===== src/core/spa_pkg.sv =====
// Shared constants, types and opcode set of the security page access link
package spa_pkg;

  // ****************************************
  // Opcodes
  // ****************************************
  localparam logic [7:0] OP_ID_READ      = 8'h83;
  localparam logic [7:0] OP_ID_WRITE     = 8'h82;
  localparam logic [7:0] OP_WRITE_PERMIT = 8'h06;
  localparam logic [7:0] OP_STATUS_READ  = 8'h05;
  localparam logic [7:0] OP_STATUS_WRITE = 8'h01;
  localparam logic [7:0] OP_BUSY_POLL    = 8'h08;
  localparam logic [7:0] OP_FREEZE       = 8'h1A;

  // ****************************************
  // Area layout and fixed contents
  // ****************************************
  localparam int unsigned    PAGE_BYTES    = 256;
  localparam logic [7:0]     ERASED_BYTE   = 8'hFF;
  localparam logic [7:0]     RESERVED_BYTE = 8'hFF;
  // Arbitrary value, stands in for the factory number
  localparam logic [127:0]   SERIAL_NUMBER = 128'h0123456789ABCDEF_FEDCBA9876543210;
  localparam logic [1:0]     GUARD_ALL     = 2'h3;

  // ****************************************
  // Timing
  // ****************************************
  localparam int unsigned    CLK_MHZ       = 200;
  localparam int unsigned    WRITE_TIME_NS = 1000;
  localparam int unsigned    WRITE_CYCLES  = WRITE_TIME_NS * CLK_MHZ / 1000;
  localparam int unsigned    SCLK_HALF_NS  = 20;
  localparam int unsigned    HALF_CYCLES   = SCLK_HALF_NS * CLK_MHZ / 1000;

  // ****************************************
  // Host register offsets
  // ****************************************
  localparam logic [3:0]     REG_CTRL      = 4'h0;
  localparam logic [3:0]     REG_DATA      = 4'h4;
  localparam logic [3:0]     REG_STAT      = 4'h8;

  // ****************************************
  // State types
  // ****************************************
  typedef enum logic [2:0] {DP_OP, DP_ADDR, DP_DATA, DP_OUT, DP_SKIP} spa_dphase_t;
  typedef enum logic {HP_IDLE, HP_SHIFT} spa_hphase_t;

  typedef struct packed {
    spa_dphase_t phase;
    logic [4:0]  cnt;
    logic [23:0] sh;
    logic [7:0]  op;
    logic [8:0]  addr;
    logic        a10;
    logic [1:0]  nbytes;
    logic [7:0]  b0;
    logic [7:0]  b1;
    logic [2:0]  obit;
    logic [7:0]  osr;
    logic        miso;
    logic        sclk_q;
    logic        cs_q;
    logic        wp_s1;
    logic        wp_s2;
    logic        honor;
    logic [1:0]  guard;
    logic        scheme;
    logic        frozen;
    logic        write_permit_latch;
    logic        locked;
    logic        busy;
    logic [15:0] bcnt;
  } spa_dev_st_t;

  typedef struct packed {
    spa_hphase_t phase;
    logic [2:0]  div;
    logic [2:0]  bitn;
    logic [7:0]  tx;
    logic [7:0]  rx;
    logic [7:0]  rx_last;
    logic        cs_n;
    logic        sclk;
    logic        mosi;
    logic [7:0]  rdata;
  } spa_host_st_t;

endpackage : spa_pkg


===== src/core/spa_spi_if.sv =====
// Serial link between host controller and security page device
`timescale 1ns/1ps
interface spa_spi_if;
  logic cs_n;
  logic sclk;
  logic mosi;
  logic miso;
  modport dev  (input cs_n, input sclk, input mosi, output miso);
  modport host (output cs_n, output sclk, output mosi, input miso);
endinterface : spa_spi_if


===== src/core/spa_dev.sv =====
// Device end: command decode, protection and storage of the security page
`timescale 1ns/1ps
module spa_dev (
  input  wire logic             clock_i,
  input  wire logic             reset_n_i,
  input  wire logic             ce_i,
  input  wire logic             wp_n_i,
  spa_spi_if.dev                spi,
  output logic                  locked_o,
  output logic                  busy_o,
  output logic                  write_permit_latch_o,
  output logic                  guard_scheme_select_o
);
  import spa_pkg::*;

  spa_dev_st_t s;
  spa_dev_st_t n;

  logic [7:0]  user_mem [PAGE_BYTES];
  logic [7:0]  page_buf [PAGE_BYTES];
  logic [255:0] pend;

  logic        rise;
  logic        fall;
  logic        cs_end;
  logic        aligned;
  logic        pin_guard;
  logic        start;
  logic        commit;
  logic        buf_we;
  logic [7:0]  in_byte;
  logic [7:0]  ob;

  // ****************************************
  // Outgoing byte selection
  // ****************************************
  always_comb begin
    if (s.op == OP_STATUS_READ) begin
      ob = {s.honor, 3'b000, s.guard, s.write_permit_latch, s.busy};
    end else if (s.op == OP_BUSY_POLL) begin
      ob = s.busy ? 8'hFF : 8'h00;
    end else if (s.a10) begin
      ob = {7'h00, s.locked};
    end else if (s.addr[8]) begin
      ob = user_mem[s.addr[7:0]];
    end else if (s.addr[7:4] == 4'h0) begin
      ob = SERIAL_NUMBER[{~s.addr[3:0], 3'b000} +: 8];
    end else begin
      ob = RESERVED_BYTE;
    end
  end

  // ****************************************
  // Next state
  // ****************************************
  always_comb begin
    n         = s;
    n.wp_s1   = ~wp_n_i;
    n.wp_s2   = s.wp_s1;
    n.sclk_q  = spi.sclk;
    n.cs_q    = spi.cs_n;
    rise      = ~spi.cs_n & spi.sclk & ~s.sclk_q;
    fall      = ~spi.cs_n & ~spi.sclk & s.sclk_q;
    cs_end    = spi.cs_n & ~s.cs_q;
    in_byte   = {s.sh[6:0], spi.mosi};
    pin_guard = s.honor & s.wp_s2;
    aligned   = (s.phase == DP_DATA) && (s.cnt[2:0] == 3'd0);
    start     = 1'b0;
    commit    = 1'b0;
    buf_we    = 1'b0;

    if (s.busy) begin
      if (s.bcnt == 16'h0000) begin
        n.busy = 1'b0;
        n.write_permit_latch  = 1'b0;
      end else begin
        n.bcnt = s.bcnt - 16'h0001;
      end
    end

    if (rise) begin
      n.sh  = {s.sh[22:0], spi.mosi};
      n.cnt = s.cnt + 5'd1;
      case (s.phase)
        DP_OP: begin
          if (s.cnt == 5'd7) begin
            n.op  = in_byte;
            n.cnt = 5'd0;
            if (s.busy && in_byte != OP_STATUS_READ && in_byte != OP_BUSY_POLL) begin
              n.phase = DP_SKIP;
            end else if (in_byte == OP_ID_READ || in_byte == OP_ID_WRITE) begin
              n.phase = DP_ADDR;
            end else if (in_byte == OP_STATUS_READ || in_byte == OP_BUSY_POLL) begin
              n.phase = DP_OUT;
              n.obit  = 3'd0;
            end else begin
              n.phase = DP_DATA;
            end
          end
        end
        DP_ADDR: begin
          if (s.cnt == 5'd23) begin
            n.addr  = {s.sh[7:0], spi.mosi};
            n.a10   = s.sh[9];
            n.cnt   = 5'd0;
            n.obit  = 3'd0;
            n.phase = (s.op == OP_ID_READ) ? DP_OUT : DP_DATA;
          end
        end
        DP_DATA: begin
          n.cnt = {2'b00, s.cnt[2:0] + 3'd1};
          if (s.cnt[2:0] == 3'd7) begin
            if (s.nbytes == 2'd0) begin
              n.b0 = in_byte;
            end
            if (s.nbytes == 2'd1) begin
              n.b1 = in_byte;
            end
            if (s.nbytes != 2'd3) begin
              n.nbytes = s.nbytes + 2'd1;
            end
            if (s.op == OP_ID_WRITE && !s.a10) begin
              buf_we          = 1'b1;
              // Low byte only: a long page write rolls over inside the page
              n.addr[7:0] = s.addr[7:0] + 8'd1;
            end
          end
        end
        default: begin
        end
      endcase
    end

    if (fall && s.phase == DP_OUT) begin
      if (s.obit == 3'd0) begin
        n.miso = ob[7];
        n.osr  = {ob[6:0], 1'b0};
        if (s.op == OP_ID_READ && !s.a10) begin
          n.addr = s.addr + 9'd1;
        end
      end else begin
        n.miso = s.osr[7];
        n.osr  = {s.osr[6:0], 1'b0};
      end
      n.obit = s.obit + 3'd1;
    end

    // Anything not ending on a byte edge of a data phase is dropped
    if (cs_end) begin
      if (aligned) begin
        case (s.op)
          OP_WRITE_PERMIT: begin
            if (s.nbytes == 2'd0) begin
              n.write_permit_latch = 1'b1;
            end
          end
          OP_STATUS_WRITE: begin
            if (s.nbytes != 2'd0 && s.write_permit_latch && !(s.scheme && pin_guard)) begin
              n.honor = s.b0[7];
              n.guard = s.b0[3:2];
              if (s.nbytes != 2'd1 && !s.frozen) begin
                n.scheme = s.b1[7];
              end
              start = 1'b1;
            end
          end
          OP_FREEZE: begin
            if (s.nbytes == 2'd0 && s.write_permit_latch) begin
              n.frozen = 1'b1;
              start    = 1'b1;
            end
          end
          OP_ID_WRITE: begin
            if (s.a10) begin
              if (s.nbytes != 2'd0 && s.b0[1] && s.write_permit_latch && !pin_guard) begin
                n.locked = 1'b1;
                start    = 1'b1;
              end
            end else if (s.nbytes != 2'd0 && s.write_permit_latch && !s.locked && s.addr[8]
                         && !(!s.scheme && s.guard == GUARD_ALL)) begin
              commit = 1'b1;
              start  = 1'b1;
            end
          end
          default: begin
          end
        endcase
      end
      n.phase  = DP_OP;
      n.cnt    = 5'd0;
      n.nbytes = 2'd0;
      n.miso   = 1'b0;
    end

    if (start) begin
      n.busy = 1'b1;
      n.bcnt = 16'(WRITE_CYCLES - 1);
    end
  end

  // ****************************************
  // State register
  // ****************************************
  always_ff @(posedge clock_i or negedge reset_n_i) begin
    if (!reset_n_i) begin
      s      <= '0;
      s.cs_q <= 1'b1;
    end else if (ce_i) begin
      s <= n;
    end
  end

  // ****************************************
  // Page staging and user half storage
  // ****************************************
  always_ff @(posedge clock_i) begin
    if (ce_i && buf_we) begin
      page_buf[s.addr[7:0]] <= in_byte;
    end
  end

  // Staged bytes land only at cycle start, so an aborted frame leaves no trace
  always_ff @(posedge clock_i or negedge reset_n_i) begin
    if (!reset_n_i) begin
      pend <= '0;
      for (int i = 0; i < PAGE_BYTES; i++) begin
        user_mem[i] <= ERASED_BYTE;
      end
    end else if (ce_i) begin
      if (commit) begin
        for (int i = 0; i < PAGE_BYTES; i++) begin
          if (pend[i]) begin
            user_mem[i] <= page_buf[i];
          end
        end
      end
      if (cs_end) begin
        pend <= '0;
      end else if (buf_we) begin
        pend[s.addr[7:0]] <= 1'b1;
      end
    end
  end

  assign spi.miso              = s.miso;
  assign locked_o              = s.locked;
  assign busy_o                = s.busy;
  assign write_permit_latch_o  = s.write_permit_latch;
  assign guard_scheme_select_o = s.scheme;

endmodule : spa_dev


===== src/flat_wrapper.sv =====
// flat-port wrapper written by rule: the top's interface ports become plain ports
module spa_dev_flat import spa_pkg::*;
  (clock_i, reset_n_i, ce_i, wp_n_i, locked_o, busy_o, write_permit_latch_o, guard_scheme_select_o, spi_cs_n, spi_sclk, spi_mosi, spi_miso);
  spa_spi_if spi_i ();
  input  wire logic clock_i;
  input  wire logic reset_n_i;
  input  wire logic ce_i;
  input  wire logic wp_n_i;
  output logic locked_o;
  output logic busy_o;
  output logic write_permit_latch_o;
  output logic guard_scheme_select_o;
  input wire logic [$bits(spi_i.cs_n)-1:0] spi_cs_n;
  input wire logic [$bits(spi_i.sclk)-1:0] spi_sclk;
  input wire logic [$bits(spi_i.mosi)-1:0] spi_mosi;
  output wire logic [$bits(spi_i.miso)-1:0] spi_miso;
  assign spi_i.cs_n = spi_cs_n;
  assign spi_i.sclk = spi_sclk;
  assign spi_i.mosi = spi_mosi;
  assign spi_miso = spi_i.miso;
  spa_dev u_core (.clock_i(clock_i), .reset_n_i(reset_n_i), .ce_i(ce_i), .wp_n_i(wp_n_i), .spi(spi_i), .locked_o(locked_o), .busy_o(busy_o), .write_permit_latch_o(write_permit_latch_o), .guard_scheme_select_o(guard_scheme_select_o));
endmodule

===== config.mk =====
export PLATFORM = sky130hd
export DESIGN_NAME = spa_dev_flat
export DESIGN_NICKNAME = d
export VERILOG_FILES = /design/src/core/spa_pkg.sv /design/src/core/spa_spi_if.sv /design/src/core/spa_dev.sv /design/src/flat_wrapper.sv
export SDC_FILE = /design/constraint.sdc
export NUM_CORES = 2
export LEC_CHECK = 0
export ABC_AREA = 1
export BUFFER_PORTS_ARGS = -buffer_cell sky130_fd_sc_hd__buf_2
export CAP_MARGIN = 10
export CELL_PAD_IN_SITES_DETAIL_PLACEMENT = 0
export CELL_PAD_IN_SITES_GLOBAL_PLACEMENT = 1
export CORE_ASPECT_RATIO = 1.75
export CORE_UTILIZATION = 40
export DETAILED_ROUTE_END_ITERATION = 10
export PLACE_DENSITY = 0.74
export REMOVE_ABC_BUFFERS = 1
export SYNTH_ARGS = -nofsm -noshare
export SYNTH_HDL_FRONTEND = slang
export SYNTH_SLANG_ARGS = --single-unit

===== constraint.sdc =====
create_clock -name clock_i -period 5.7 [get_ports clock_i]
set_clock_uncertainty 0.05 [all_clocks]
set_input_delay 0.57 -clock clock_i [delete_from_list [all_inputs] [get_ports clock_i]]
set_output_delay 0.57 -clock clock_i [all_outputs]
set_load 0.1 [all_outputs]

==> results.yml <==
run_status:
  status: "finished, final reports clean"
final_layout:
  num-nets-final: 13400
  stdcell_area_mm2: 0.197
  layout.cells.non_filler: 19500
  layout_common_cells: "nor2_1 (2,761), dfstp_2 (2,049), edfxtp_1 (2,048)"
  final.fill_count: 39400
  area_growth_pct: 11.6
  final_common_cell: "nor2_1"
  drive_gt1_frac: 0.242
timing:
  tns_ns: 0
  final_hold_viol_count: 0
  rsz0062_at_grt: "no"
  fmax_mhz: 200
  slew_violations: 0
  fin_crit_sh: 0.877
  min_period_ns: 5.00
  setup_violations: 0
  max_slew_margin: 0.249
  tightestPinTransition_ns: 1.13
clocking:
  cts_buffer_depth: 4
  cts.root.buffer_cell: "clkbuf_16"
  cts-resized-gates: 0
  numCtsBuffers: 378
  clk_pin_slew_ns: 0.07
  cts_max_level: 5
  clock_sinks: 4434
  clk_latency_ns: 1.00
  cts_tree: "done"
floorplan:
  dieHeight_um: 880
  die_x_um: 504
  core_mm2: 0.439
  io_pins: 12
  start_util: 0.401
  fp.dieArea_mm2: 0.443
  fp-row-count: 322
route:
  drcViolationCount: 0
  wl_um: 485000
  avgViaCountPerCell: 5.23
  wl_per_cell_um: 24.8
  vias: 102000
  detail-route-antenna-nets: 0
  drt_iter0_drc: 7059
  firstDrtPassIters: 6
synthesis:
  synth.largest_area_cell: "edfxtp_1"
  post-synth-top-area-fraction: 0.349
  synth.area.top_cells: "edfxtp_1 (35%), dfstp_2 (31%), mux2_1 (12%)"
  netlist_area_mm2: 0.176
  yosysUniqueCellTypes: 49
  synth-main-ff-cell: "dfstp_2"
  synth-async-reset-ratio: 0.538
  postSynthCellCount: 13300
  syn_area_per_cell_um2: 13.3
  synth_seq_cells: 4434
  yosys_warnings: 0
  seq_area_frac_synth: 0.703
  synth_edf_count: 2048
global_routing:
  grt-ovfl-total: 0
  grt_pass1_vias: 107000
  track_usage: 0.219
  grt_max_degree: 161
  grt_pass1_wl_um: 722000
  antenna_found_initial: 12
power:
  p_sw_mw: 23.3
  totalPowerFinal_mw: 75.8
  switching_share: 0.307
  ir_worst_vdd_v: 0.000345
  p_leak_nw: 79.3
  combPwrFrac: 0.184
  powerDensity_mw_per_mm2: 386
  p_int_mw: 52.6
  p_seq_frac: 0.460
  clkPwrFrac: 0.356
critical_path:
  rr_worst_depth: 21
  startpoint_type: "register"
  critPathMaxFanout: 91
  worstPathRequired_ns: 6.54
  reg2reg_from: "u_core.s[59]"
  critical_path_arrival_ns: 5.84
  reg2reg_to: "u_core.spi.miso"
  r2r_slack_ns: 0.70
  worstSetupEndpointType: "register"
  path_class: "register to register"
placement:
  placed_cell_area_mm2: 0.184
  gp_congestion: 0.857
  hpwl_um: 295000
  io_buffers: 11
  dp.cells: 18800
hold_path:
  hp-class: "primary input to async pin"
job:
  max_cap_viol_count: 0
[power by group through the flow]
stage	Sequential [mW]	Clock, mW	Combinational (mW)
final	34.9	27.0	13.9
after global routing	34.9	28.6	14.9
after CTS	34.9	27.5	14.0
after detailed placement	35.5	0	14.0
after global placement	35.5	0	14.1
after floorplan	36.2	0	6.32
[flip-flops by register name (all words and copies together) (netlist names), 7 cells and up]
name             cells
u_core.pend        256
u_core.user_mem   2048
u_core.s            69
u_core.in_byte       7
u_core.page_buf   2048
[cell families after synthesis]
family,after synthesis,synth area share
AND/OR/NAND/NOR,4848,0.112
buffers and inverters,899,0.0226
adder cells (fa/ha/maj),17,0.00121
multiplexers,2052,0.131
AO/OA/AOI/OAI,999,0.0298
flip-flops,4434,0.703
XOR/XNOR,10,0.000497
[worst max path at each step]
| stage | slack, ns | from | end |
|---|---|---|---|
| finish | 0.70 | u_core.s[59] | u_core.spi.miso |
| global placement | 0.80 | spi_cs_n | u_core.page_buf[29][2] |
| floorplan | -47.01 | u_core.s[59] | u_core.spi.miso |
| global route | 0.75 | u_core.s[59] | u_core.spi.miso |
| detailed placement | 0.87 | spi_cs_n | u_core.page_buf[21][6] |
| CTS | 0.83 | u_core.s[59] | u_core.spi.miso |
[through the flow]
| stage | hold WS, ns | setup WS [ns] | utilization |
|---|---|---|---|
| final | 0.215 | 0.702 | 0.448 |
| after global routing | 0.266 | 0.745 | 0.448 |
| after CTS | 0.252 | 0.829 | 0.448 |
| after detailed placement | 0.393 | 0.871 | 0.419 |
| after global placement | 0.384 | 0.798 | 0.419 |
| after floorplan | 0.224 | -47.01 | - |
[cells in the mapped netlist, types with 11 or more instances]
| cell type | count |
|---|---|
| nor2_1 | 2765 |
| dfstp_2 | 2049 |
| edfxtp_1 | 2048 |
| mux2_1 | 1920 |
| nand2_1 | 1335 |
| o21ai_0 | 838 |
| inv_1 | 375 |
| dfrtp_1 | 337 |
| clkbuf_1 | 263 |
| nand3_1 | 251 |
| nand2_2 | 210 |
| buf_2 | 174 |
| nor3_1 | 166 |
| mux2_2 | 132 |
| nand4_1 | 63 |
| o211ai_1 | 61 |
| a21oi_1 | 49 |
| buf_1 | 42 |
| nand2_4 | 30 |
| buf_12 | 17 |
| ha_1 | 17 |
| nor2_2 | 12 |
| o22ai_1 | 12 |
| inv_2 | 11 |
[layout make-up]
| class | instances | area, um2 | share of cell area |
|---|---|---|---|
| Sequential cell | 4434 | 124000 | 0.630 |
| Timing Repair Buffer | 245 | 2750 | 0.0140 |
| Inverter | 389 | 1500 | 0.00761 |
| Clock buffer | 524 | 10700 | 0.0544 |
| Antenna cell | 9 | 22.5 | 0.000115 |
| Multi-Input combinational cell | 7926 | 48500 | 0.247 |
| Clock inverter | 177 | 2060 | 0.0105 |
| Tap cell | 5832 | 7300 | 0.0371 |
[layer usage]
metal  GRT usage  up-vias  part of all wire
li1            -    45700                 -
met3      0.0232      847             0.037
met2       0.398     2291              0.53
met4       0.104        0             0.051
met5           0        -                 0
met1       0.256    53400              0.38
[critical path, cell delays in order, from the launching register on]
cell	delay, ns
dfrtp_4	0.70
inv_8	0.69
buf_4	0.50
nand2_1	0.09
nand3_1	0.09
nand2_1	0.20
nand2_1	0.11
nand3_1	0.11
nand3_1	0.13
nand2_1	0.49
nor2_1	0.24
nor2_1	0.06
nor2_1	0.57
nand2_1	0.11
nand2_1	0.10
nand2_1	0.07
nand2_1	0.08
nand2_1	0.06
nand2_1	0.09
nand2_1	0.06
nand2_1	0.06
nand2_1	0.05
[timing repair]
| action | 4_1_cts | 5_1_grt |
|---|---|---|
| hold buffers | 6 | 0 |
| endpoints found under the hold margin | 29 | 0 |
| setup buffers | 0 | 0 |
Note: power is estimated with default switching activity, not from simulation.
